<file path="src/hdl/bis_pkg.sv">
// Shared constants for the block interrupt summary and identification registers
package bis_pkg;
  // Register byte offsets on the serial control port
  localparam logic [5:0] SRC_STATUS_CH0_ADDR = 6'h02;
  localparam logic [5:0] SRC_STATUS_CH1_ADDR = 6'h0a;
  localparam logic [5:0] SRC_STATUS_CH2_ADDR = 6'h12;
  localparam logic [5:0] BLOCK_GATE_ADDR = 6'h20;
  localparam logic [5:0] BLOCK_SUMMARY_ADDR = 6'h21;
  localparam logic [5:0] PART_ID_ADDR = 6'h3e;
  localparam logic [5:0] SILICON_REV_ADDR = 6'h3f;
  // Field positions and widths
  localparam int NUM_CHAN = 3;
  localparam int CH0_BIT = 0;
  localparam int CH1_BIT = 1;
  localparam int CH2_BIT = 2;
  localparam int REV_WIDTH = 4;
  // Reset values
  localparam logic [2:0] GATE_RESET = 3'h0;
  localparam logic [2:0] SUMMARY_RESET = 3'h0;
  // Serial frame layout: one read flag, six address bits, one spare, eight data
  localparam logic [4:0] FRAME_ADDR_LAST = 5'h07;
  localparam logic [4:0] FRAME_DATA_FIRST = 5'h08;
  localparam logic [4:0] FRAME_LAST = 5'h0f;
  localparam logic [4:0] FRAME_LEN = 5'h10;
endpackage

</file>
<file path="src/hdl/bis_block_irq_status.sv">
// Block level interrupt summary, channel gate and identification registers
`timescale 1ns/100ps
// What this block does
// - Summary bit 2 reads 1 while a channel two interrupt is pending.
// - Summary bit 1 reads 1 while a channel one interrupt is pending.
// - Summary bit 0 reads 1 while a channel zero interrupt is pending.
// - A set summary bit stays set until its source status is read or its gate bit is cleared.
// - Part identification at 0x3E is a fixed read-only byte.
// - Revision at 0x3F carries code in low nibble, zero high nibble.
// - A channel with its gate bit clear never shows a pending summary.
module bis_block_irq_status
  import bis_pkg::*;
#(
  parameter logic [7:0] PART_ID = 8'h5a, // Arbitrary identification value
  parameter logic [3:0] REV_CODE = 4'h3 // Arbitrary revision value
)
(
  input wire logic clk, // System clock, 125 MHz
  input wire logic rst, // Synchronous reset, active high
  input wire logic ce, // Clock enable, freezes state when low
  input wire logic sclk, // Serial clock from host
  input wire logic csSel, // Chip select, high during a frame
  input wire logic sdi, // Serial data in
  output logic sdoOut, // Serial data out
  output logic sdoOe, // Serial data out enable
  input wire logic [2:0] chanEvent, // Per-channel enabled source event, pulse
  output logic [2:0] srcStatusRead // Per-channel source status read, pulse
);
  logic [5:0] regAddr;
  logic [7:0] regWrData;
  logic regWrStrobe;
  logic regRdStrobe;
  logic [7:0] regRdData;
  logic [2:0] gate, next_gate;
  logic [2:0] summary, next_summary;
  logic gateWrite;

  ////////////////////////////////////////////////////////////////////////////
  // Serial front end
  bis_serial_port u_port (
    .clk(clk),
    .rst(rst),
    .ce(ce),
    .sclk(sclk),
    .csSel(csSel),
    .sdi(sdi),
    .sdoOut(sdoOut),
    .sdoOe(sdoOe),
    .regAddr(regAddr),
    .regWrData(regWrData),
    .regWrStrobe(regWrStrobe),
    .regRdStrobe(regRdStrobe),
    .regRdData(regRdData)
  );

  ////////////////////////////////////////////////////////////////////////////
  // Source status address of a channel
  function automatic logic [5:0] src_addr(input int chan);
    logic [5:0] a;
    a = SRC_STATUS_CH0_ADDR;
    if (chan == CH1_BIT)
    begin
      a = SRC_STATUS_CH1_ADDR;
    end
    else if (chan == CH2_BIT)
    begin
      a = SRC_STATUS_CH2_ADDR;
    end
    return a;
  endfunction

  // Read of a source status register releases its channel summary
  always_comb
  begin
    for (int i = 0; i < NUM_CHAN; i++)
    begin
      srcStatusRead[i] = regRdStrobe && ce && (regAddr == src_addr(i));
    end
  end

  assign gateWrite = regWrStrobe && (regAddr == BLOCK_GATE_ADDR);

  ////////////////////////////////////////////////////////////////////////////
  // Gate and sticky summary; an event in the release cycle keeps the bit set
  always_comb
  begin
    next_gate = gate;
    if (gateWrite)
    begin
      next_gate = regWrData[2:0];
    end
    for (int i = 0; i < NUM_CHAN; i++)
    begin
      // Set wins over release; clearing the gate drops everything
      next_summary[i] = next_gate[i] &&
        (chanEvent[i] || (summary[i] && !srcStatusRead[i]));
    end
  end

  // Gate and summary registers; reset acts even with the clock enable low
  always_ff @(posedge clk)
  begin
    if (rst)
    begin
      gate <= GATE_RESET;
      summary <= SUMMARY_RESET;
    end
    else if (ce)
    begin
      gate <= next_gate;
      summary <= next_summary;
    end
  end

  ////////////////////////////////////////////////////////////////////////////
  // Read mux; unmapped and other-block addresses read zero
  always_comb
  begin
    unique case (regAddr)
      BLOCK_GATE_ADDR: regRdData = {5'h00, gate};
      BLOCK_SUMMARY_ADDR: regRdData = {5'h00, summary};
      PART_ID_ADDR: regRdData = PART_ID;
      SILICON_REV_ADDR: regRdData = {4'h0, REV_CODE};
      default: regRdData = 8'h00;
    endcase
  end

  ////////////////////////////////////////////////////////////////////////////
  // Checks: an enabled event flags its channel on the next edge
  chan2_set_a: assert property (@(posedge clk) disable iff (rst)
    (ce && chanEvent[CH2_BIT] && gate[CH2_BIT] && !gateWrite)
    |=> summary[CH2_BIT])
    else $error("channel two event not flagged");
  chan1_set_a: assert property (@(posedge clk) disable iff (rst)
    (ce && chanEvent[CH1_BIT] && gate[CH1_BIT] && !gateWrite)
    |=> summary[CH1_BIT])
    else $error("channel one event not flagged");
  chan0_set_a: assert property (@(posedge clk) disable iff (rst)
    (ce && chanEvent[CH0_BIT] && gate[CH0_BIT] && !gateWrite)
    |=> summary[CH0_BIT])
    else $error("channel zero event not flagged");

  // No event, no flag: a clear bit only rises on an enabled event
  chan2_quiet_a: assert property (@(posedge clk) disable iff (rst)
    (!summary[CH2_BIT] && !(ce && chanEvent[CH2_BIT]))
    |=> !summary[CH2_BIT])
    else $error("channel two flag raised without event");
  chan1_quiet_a: assert property (@(posedge clk) disable iff (rst)
    (!summary[CH1_BIT] && !(ce && chanEvent[CH1_BIT]))
    |=> !summary[CH1_BIT])
    else $error("channel one flag raised without event");
  chan0_quiet_a: assert property (@(posedge clk) disable iff (rst)
    (!summary[CH0_BIT] && !(ce && chanEvent[CH0_BIT]))
    |=> !summary[CH0_BIT])
    else $error("channel zero flag raised without event");

  // A raised flag holds until its source status is read
  chan2_hold_a: assert property (@(posedge clk) disable iff (rst)
    (summary[CH2_BIT] && !srcStatusRead[CH2_BIT] && !gateWrite)
    |=> summary[CH2_BIT])
    else $error("channel two flag dropped without source read");
  summary_hold_a: assert property (@(posedge clk) disable iff (rst)
    (summary[CH1_BIT] && !srcStatusRead[CH1_BIT] && !gateWrite)
    |=> summary[CH1_BIT])
    else $error("summary dropped without source read");
  chan0_hold_a: assert property (@(posedge clk) disable iff (rst)
    (summary[CH0_BIT] && !srcStatusRead[CH0_BIT] && !gateWrite)
    |=> summary[CH0_BIT])
    else $error("channel zero flag dropped without source read");

  // A source read with no fresh event releases; a double pulse would eat an event
  chan2_free_a: assert property (@(posedge clk) disable iff (rst)
    (srcStatusRead[CH2_BIT] && !chanEvent[CH2_BIT])
    |=> !summary[CH2_BIT])
    else $error("channel two flag not released");
  chan1_free_a: assert property (@(posedge clk) disable iff (rst)
    (srcStatusRead[CH1_BIT] && !chanEvent[CH1_BIT])
    |=> !summary[CH1_BIT])
    else $error("channel one flag not released");
  chan0_free_a: assert property (@(posedge clk) disable iff (rst)
    (srcStatusRead[CH0_BIT] && !chanEvent[CH0_BIT])
    |=> !summary[CH0_BIT])
    else $error("channel zero flag not released");
  read_pulse_a: assert property (@(posedge clk) disable iff (rst)
    (srcStatusRead != 3'h0)
    |=> (srcStatusRead == 3'h0))
    else $error("source read pulse too long");

  // Gate: a write lands, a closed channel never flags, reset closes all
  gate_write_a: assert property (@(posedge clk) disable iff (rst)
    (ce && gateWrite)
    |=> ({5'h00, gate} == ($past(regWrData) & 8'h07)))
    else $error("gate write lost");
  gate_block_a: assert property (@(posedge clk) disable iff (rst)
    (summary & ~gate) == 3'h0)
    else $error("summary set on gated channel");
  gate_reset_a: assert property (@(posedge clk) disable iff (rst)
    $past(rst)
    |-> (gate == GATE_RESET))
    else $error("gate not cleared by reset");

  // Summary clears on reset and leaves the port with its bit 7 zero
  summary_reset_a: assert property (@(posedge clk) disable iff (rst)
    $past(rst)
    |-> (summary == SUMMARY_RESET))
    else $error("summary not cleared by reset");
  summary_read_a: assert property (@(posedge clk) disable iff (rst)
    (ce && regRdStrobe && regAddr == BLOCK_SUMMARY_ADDR)
    |=> !sdoOut)
    else $error("summary readback bit 7 set");

  // Identification bytes reach the port MSB first after the read strobe
  part_id_a: assert property (@(posedge clk) disable iff (rst)
    (ce && regRdStrobe && regAddr == PART_ID_ADDR)
    |=> (sdoOut == PART_ID[7]))
    else $error("part identification not returned");
  rev_read_a: assert property (@(posedge clk) disable iff (rst)
    (ce && regRdStrobe && regAddr == SILICON_REV_ADDR)
    |=> !sdoOut)
    else $error("revision byte upper nibble set");
endmodule

</file>
<file path="src/hdl/bis_serial_port.sv">
// Serial control port slave: frames bits from the host into register accesses
`timescale 1ns/100ps
module bis_serial_port
  import bis_pkg::*;
(
  input wire logic clk, // System clock
  input wire logic rst, // Synchronous reset, active high
  input wire logic ce, // Clock enable, freezes state when low
  input wire logic sclk, // Serial clock from host, sampled
  input wire logic csSel, // Chip select, high during a frame
  input wire logic sdi, // Serial data in
  output logic sdoOut, // Serial data out
  output logic sdoOe, // Serial data out enable
  output logic [5:0] regAddr, // Address of the access
  output logic [7:0] regWrData, // Write data
  output logic regWrStrobe, // One-cycle write pulse
  output logic regRdStrobe, // One-cycle read pulse
  input wire logic [7:0] regRdData // Read data for regAddr
);
  logic sclkPrev, next_sclkPrev;
  logic [4:0] bitCnt, next_bitCnt;
  logic [14:0] shiftIn, next_shiftIn;
  logic [7:0] shiftOut, next_shiftOut;
  logic isRead, next_isRead;
  logic [5:0] next_regAddr;
  logic [7:0] next_regWrData;
  logic next_regWrStrobe, next_regRdStrobe;
  logic sclkRise, sclkFall;

  ////////////////////////////////////////////////////////////////////////////
  // Edges of the sampled serial clock; host must hold each half for 4+ clocks
  assign sclkRise = sclk && !sclkPrev;
  assign sclkFall = !sclk && sclkPrev;
  assign sdoOut = shiftOut[7];
  assign sdoOe = csSel && isRead && (bitCnt >= FRAME_DATA_FIRST);

  // Frame sequencer; bits beyond the sixteenth are ignored
  always_comb
  begin
    next_sclkPrev = sclk;
    next_bitCnt = bitCnt;
    next_shiftIn = shiftIn;
    next_shiftOut = shiftOut;
    next_isRead = isRead;
    next_regAddr = regAddr;
    next_regWrData = regWrData;
    next_regWrStrobe = 1'b0;
    next_regRdStrobe = 1'b0;
    if (!csSel)
    begin
      next_bitCnt = 5'h00;
    end
    else if (sclkRise && bitCnt < FRAME_LEN)
    begin
      next_shiftIn = {shiftIn[13:0], sdi};
      next_bitCnt = bitCnt + 5'h01;
      if (bitCnt == 5'h00)
      begin
        next_isRead = sdi;
      end
      if (bitCnt == FRAME_ADDR_LAST)
      begin
        next_regAddr = shiftIn[5:0];
        next_regRdStrobe = isRead;
      end
      if (bitCnt == FRAME_LAST && !isRead)
      begin
        next_regWrData = {shiftIn[6:0], sdi};
        next_regWrStrobe = 1'b1;
      end
    end
    else if (sclkFall && isRead && bitCnt > FRAME_DATA_FIRST && bitCnt <= FRAME_LAST)
    begin
      next_shiftOut = {shiftOut[6:0], 1'b0};
    end
    // Read data is latched the cycle after the strobe, ahead of the next fall
    if (regRdStrobe)
    begin
      next_shiftOut = regRdData;
    end
  end

  // State registers
  always_ff @(posedge clk)
  begin
    if (rst)
    begin
      sclkPrev <= 1'b0;
      bitCnt <= 5'h00;
      shiftIn <= 15'h0000;
      shiftOut <= 8'h00;
      isRead <= 1'b0;
      regAddr <= 6'h00;
      regWrData <= 8'h00;
      regWrStrobe <= 1'b0;
      regRdStrobe <= 1'b0;
    end
    else if (ce)
    begin
      sclkPrev <= next_sclkPrev;
      bitCnt <= next_bitCnt;
      shiftIn <= next_shiftIn;
      shiftOut <= next_shiftOut;
      isRead <= next_isRead;
      regAddr <= next_regAddr;
      regWrData <= next_regWrData;
      regWrStrobe <= next_regWrStrobe;
      regRdStrobe <= next_regRdStrobe;
    end
  end
endmodule

</file>
<file path="config.mk">
export PLATFORM = sky130hd
export DESIGN_NAME = bis_block_irq_status
export DESIGN_NICKNAME = d
export VERILOG_FILES = /design/src/hdl/bis_pkg.sv /design/src/hdl/bis_block_irq_status.sv /design/src/hdl/bis_serial_port.sv
export SDC_FILE = /design/constraint.sdc
export NUM_CORES = 1
export LEC_CHECK = 0
export BUFFER_PORTS_ARGS = -buffer_cell sky130_fd_sc_hd__buf_2
export CAP_MARGIN = 30
export CELL_PAD_IN_SITES_DETAIL_PLACEMENT = 1
export CELL_PAD_IN_SITES_GLOBAL_PLACEMENT = 1
export CORE_UTILIZATION = 49
export CTS_CLUSTER_SIZE = 14
export DETAILED_ROUTE_END_ITERATION = 16
export GPL_TIMING_DRIVEN = 0
export PLACE_DENSITY_LB_ADDON = 0.2
export SLEW_MARGIN = 0
export SYNTH_ARGS = -nofsm -noshare
export SYNTH_HDL_FRONTEND = slang
export SYNTH_SLANG_ARGS = --single-unit
</file>
<file path="constraint.sdc">
create_clock -name clk -period 3.5 [get_ports clk]
set_input_delay 0.175 -clock clk [delete_from_list [all_inputs] [get_ports clk]]
set_output_delay 0.175 -clock clk [all_outputs]
set_load 0.01 [all_outputs]
</file>
# Word level (Yosys, flattened, before mapping)
# Cells that the tools add are included.
# classes
n_addsub	1
n_eq_ne	11
n_reduce_logical	38
n_mux	14
n_lt_le_gt_ge	4
# ops
cell	count
two-way mux 8 bit	4
case mux 7 bit (4 select lines)	1
equality test 6 bit, second input constant	4
logical AND 1 bit	20
AND reduction 4 bit	4
two-way mux 5 bit	2
equality test 6 x 2 -> 1 bit, second input constant	1
equality test 6 x 4 -> 1 bit, second input constant	1
equality test 6 x 5 -> 1 bit, second input constant	1
logical NOT 1 bit	6
two-way mux 1 bit	6
adder 5 x 1 -> 5 bit, second input constant	1
equality test 5 x 3 -> 1 bit, second input constant	1
equality test 5 x 4 -> 1 bit, second input constant	1
greater-or-equal comparator 5 x 4 -> 1 bit, second input constant	1
greater-than comparator 5 x 4 -> 1 bit, second input constant	1
<= comparator 5 x 4 -> 1 bit, second input constant	1
logical NOT 5 bit	1
less-than comparator 5 bit, second input constant	1
inequality test 2 x 1 -> 1 bit, second input constant	2
nonzero test 2 bit	2
logical OR 1 bit	3
two-way mux 3 bit	1
AND reduction 3 bit	1
AND reduction 2 bit	1
# word_totals
ff_bits	38
word_cells	79
inputBits	9

# Logic depth before layout (Yosys ltp)
# logic_depth
depth_word	9
mapped_depth	7

# Cells and area by module
# From an unflattened synthesis, not the netlist that was laid out.
# unflattened
cells_unflattened	225
area_unflattened_um2	2075.7
# by_module_without_submodules
module	area_per_inst_um2	seq_area_each_um2	cells_per_inst	n_inst
bis_serial_port	1649.1	760.7	174	1
bis_block_irq_status	426.7	120.1	51	1

# Least setup slack after synthesis
# Ideal clock, no wire load.
# synth_path
path_kind	reg-to-reg
start	reg u_port.regAddr[2]
end	reg summary[2]
slack_ns	1.578
setup_ns	0.095
stages_incl_launch_ff	7
t_required_ns	3.405
arrival_time_ns	1.827
cell_sequence	dfxtp_1 -> or3_1 -> buf_6 -> or4b_4 -> buf_6 -> mux2i_1 -> a221oi_1
# synth_via
elab_chain_len	6
word_cells_on_any_way	9
# synth_rtl
item	line_no	text
from (decl)	bis_serial_port.sv:14	output logic [5:0] regAddr,
from (signal assigned)	bis_serial_port.sv:105	regAddr <= next_regAddr;
equality test 6 x 5 -> 1 bit	bis_block_irq_status.sv:77	srcStatusRead[i] = regRdStrobe && ce && (regAddr == src_addr(i));
logical AND 1 bit	bis_block_irq_status.sv:77	
logical NOT 1 bit	bis_block_irq_status.sv:96	(chanEvent[i] || (summary[i] && !srcStatusRead[i]));
logical AND 1 bit	bis_block_irq_status.sv:96	
logical OR 1 bit	bis_block_irq_status.sv:96	
logical AND 1 bit *	bis_block_irq_status.sv:95	next_summary[i] = next_gate[i] &&
to (signal assigned)	bis_block_irq_status.sv:111	summary <= next_summary;
to (decl)	bis_block_irq_status.sv:35	logic [2:0] summary, next_summary;
# Mark *: on every way between the ends. The rest lies on a longest branch, timed or not.
# A chain may end at the register's enable or synchronous reset.

# Final worst setup path
# layout_path
start	reg u_port.regAddr[2]
end	reg summary[1]
# layout_via
elab_chain_len	6
word_cells_on_any_way	9
# layout_rtl
item	line_no
equality test 6 x 4 -> 1 bit	bis_block_irq_status.sv:77
logical AND 1 bit	bis_block_irq_status.sv:77
logical NOT 1 bit	bis_block_irq_status.sv:96
logical AND 1 bit	bis_block_irq_status.sv:96
logical OR 1 bit	bis_block_irq_status.sv:96
logical AND 1 bit *	bis_block_irq_status.sv:95
# Marks and branches as above.

==> metrics.md <==
| Metric | Value |
|---|---|
| Run status | `finished clean` |
| I/O Pins | `14` |
| CP Launch Type | `flip-flop` |
| Flop2flop setup slack | `1.38 ns` |
| Synth Register Bits | `38` |
| Sum Neg Setup Slack | `0 ns` |
| Slew headroom | `57.0%` |
| Die area | `4140 sq um` |
| Drt pass-1 iters | `4` |
| Hpwl dp | `3510 um` |
| Crit-path cells | `or3_1 > buf_6 > or4b_4 > buf_6 > mux2i_1 > a221oi_1` |
| Die Ht | `64.4 um` |
| RSZ-0062 raised after global routing | `no` |
| Reg2Reg Depth | `6` |
| Worst-path fanout max | `8` |
| CP Class | `reg2reg` |
| Post-CTS sizing | `0` |
| Hold Path Origin | `chanEvent[2]` |
| Final setup viols | `0` |
| Dominant synthesized flop cell | `dfxtp_1` |
| Remaining DRCs | `0` |
| Hold EP | `summary[2]$_SDFFE_PP0P_` |
| Fraction of layout cells with a size suffix above 1 | `12.9%` |
| Final net count | `244` |
| GR Overflow Total | `0` |
| Core ar. | `3690 sq um` |
| Final GP Congestion | `0.796` |
| Global-route wire length before repair | `8150 um` |
| Synth Warn # | `0` |
| Crit path max-delay family | `simple AND/OR/NAND/NOR gates` |
| Port Buf Inserts | `12` |
| Storage element area | `761 sq um` |
| Crit share post-route | `60.5%` |
| Crit path DAT | `2.30 ns` |
| Routed Wire Length | `4780 um` |
| DR WL/cell | `17.0 um` |
| CP Depth | `6` |
| Clock tree sinks | `38` |
| Hold_buf cts | `0` |
| Layout Cells excl Fill | `281` |
| Max-cap viol count | `0` |
| Bufs and invs on worst path | `2` |
| Total CTS buffers | `5` |
| Vias in the first global route | `1755` |
| Syn Std Cell Area | `1910 sq um` |
| Rows | `22` |
| Max IR drop VDD | `0.000282 V` |
| DP Cell Count | `273` |
| Via density | `5.96` |
| Gate Count Post-Synth | `213` |
| CTS tree | `built` |
| Total chip power | `0.000801 W` |
| Cell variety after synth | `44` |
| H-tree depth | `2` |
| Mapped Avg Cell Area | `8.95 sq um` |
| Largest net degree at the start of global routing | `13` |
| RR Startpoint | `u_port.regAddr[2]$_SDFFE_PP0P_` |
| Worst hold path type | `in2reg` |
| Area delta synth->final | `11.3%` |
| CP max stage delay | `0.51 ns` |
| Antenna violations before repair | `0` |
| CP endpoint kind | `flip-flop` |
| Vias | `1674` |
| Ant diodes | `0` |
| Max Fclk | `472 MHz` |
| Static Leak | `0.795 nW` |
| Ys async rst share | `0%` |
| GRT Util Overall | `25.8%` |
| Longest Clk Path Bufs | `2` |
| Initial DRC Count | `102` |
| Fin. max-slew vios | `0` |
| Root Driver | `clkbuf_8` |
| PD cells | `378 nW/um^2` |
| Fillers | `451` |
| Post-CTS Setup Repair Bufs | `0` |
| Sequential area share after synthesis | `39.9%` |
| Worst R2R End | `summary[1]$_SDFFE_PP0P_` |
| Post-synth EDFFs | `0` |
| Clock period minus final worst setup slack | `2.12 ns` |
| Utilization after layout | `57.5%` |
| CP max stage cell | `or4b_4` |
| Hold Crit Depth | `3` |
| Worst-skew pair later-pin latency | `0.29 ns` |
| Final Hold Vio Count | `0` |
| Syn_nets | `225` |
| Post-route ant nets | `0` |
| CP most frequent cell | `buf_6` |
| Layout Skew | `0.00606 ns` |
| Multi-input logic area | `1030 sq um` |
| Most frequent cells in the layout | `dfxtp_1 (38), nor2_1 (27), mux2i_1 (24), inv_1 (15), buf_2 (13)` |
| Die Wd | `64.4 um` |
| Initial Utilization | `51.7%` |
| Slew at the pin with the worst max-slew slack | `0.640 ns` |
| Clock edge transition at the registers on the reported setup and hold paths | `0.08 ns` |
| WP data required | `3.68 ns` |
| Most common cell after layout, fill and taps aside | `dfxtp_1` |
==> tightest hold or removal path, cell delays in order <==
cell and delay [ns]:
buf_2 0.10, nand2_1 0.06, a221oi_1 0.07
==> metrics by stage <==
step	cell area, sq um	worst slack, ns	hold slack (ns)
2_1_floorplan	1910	1.58	0.322
3_3_place_gp	2030	1.51	0.448
3_5_place_dp	2030	1.42	0.481
4_1_cts	2120	1.38	0.173
5_1_grt	2120	1.26	0.183
6_report	2120	1.38	0.169
==> cell type report <==
| cell class | count | share of cell area [%] |
|---|---|---|
| Inverter | 16 | 2.83 |
| Buffer | 10 | 2.54 |
| Clock buffer | 6 | 3.89 |
| Tap cell | 48 | 2.83 |
| Sequential cell | 38 | 35.9 |
| Clock inverter | 2 | 0.590 |
| Multi-Input combinational cell | 149 | 48.6 |
| Timing Repair Buffer | 12 | 2.83 |
==> how the worst max path moves through the flow <==
stage | slack (ns) | from | endpoint
after global routing | 1.26 | u_port.bitCnt[0]$_SDFFE_PP0P_ | u_port.regWrData[0]$_SDFFE_PP0P_
after global placement | 1.51 | u_port.regAddr[2]$_SDFFE_PP0P_ | summary[2]$_SDFFE_PP0P_
final | 1.38 | u_port.regAddr[2]$_SDFFE_PP0P_ | summary[1]$_SDFFE_PP0P_
after floorplan | 1.58 | u_port.regAddr[2]$_SDFFE_PP0P_ | summary[2]$_SDFFE_PP0P_
after detailed placement | 1.42 | u_port.regAddr[2]$_SDFFE_PP0P_ | summary[2]$_SDFFE_PP0P_
after CTS | 1.38 | u_port.regAddr[2]$_SDFFE_PP0P_ | summary[1]$_SDFFE_PP0P_
==> report_power, final <==
group / internal (W) / switching, W
Clock: 0.000158 / 0.000160
Combinational: 0.0000140 / 0.0000291
Sequential: 0.000436 / 0.00000346
Total: 0.000608 / 0.000193
==> routing by layer <==
| metal | part of all wire, % | up-vias | GRT usage (%) |
|---|---|---|---|
| met5 | 0 | - | 0 |
| met4 | 2.4 | 0 | 11.9 |
| met3 | 2.4 | 13 | 4.64 |
| met2 | 49 | 31 | 43.9 |
| met1 | 46 | 816 | 31.2 |
| li1 | - | 814 | - |
==> cells by family (layout without fill, tap and decap cells) <==
logic type	count (synthesis)	in the layout	share of synthesized area, %
muxes	24	24	12.6
AOI/OAI and AO/OA	42	42	16.3
and+or+nand+nor	80	80	23.2
buffers and inverters	26	46	5.97
DFF	38	38	39.9
adders and majority gates	3	3	1.97
==> registers in the layout, summed over array words and instances, names as in the netlist <==
name                count
gate                    3
summary                 3
u_port.bitCnt           5
u_port.isRead           1
u_port.regAddr          6
u_port.regRdStrobe      1
u_port.regWrData        3
u_port.regWrStrobe      1
u_port.sclkPrev         1
u_port.shiftIn          6
u_port.shiftOut         8
==> synthesized netlist by cell type (all sizes together), types with 2 or more instances <==
library cell	count	area, sq um
a22oi	2	15.0
nor3	6	30.0
nand2b	5	31.3
nand3b	3	22.5
ha	3	37.5
a221oi	2	17.5
o211a	3	30.0
o311ai	5	43.8
mux2i	24	240
nand4	3	18.8
a21oi	7	35.0
o21ai	4	20.0
nand2	10	37.5
buf	3	27.5
a211o	2	17.5
o311a	2	20.0
a21o	2	15.0
and3	6	37.5
a211oi	3	22.5
nor4	7	65.1
clkbuf	7	26.3
or3	5	31.3
o22ai	4	25.0
dfxtp	38	761
inv	15	56.3
o41ai	2	17.5
nor2	28	108
No activity file was read; power rests on OpenSTA's default activity.
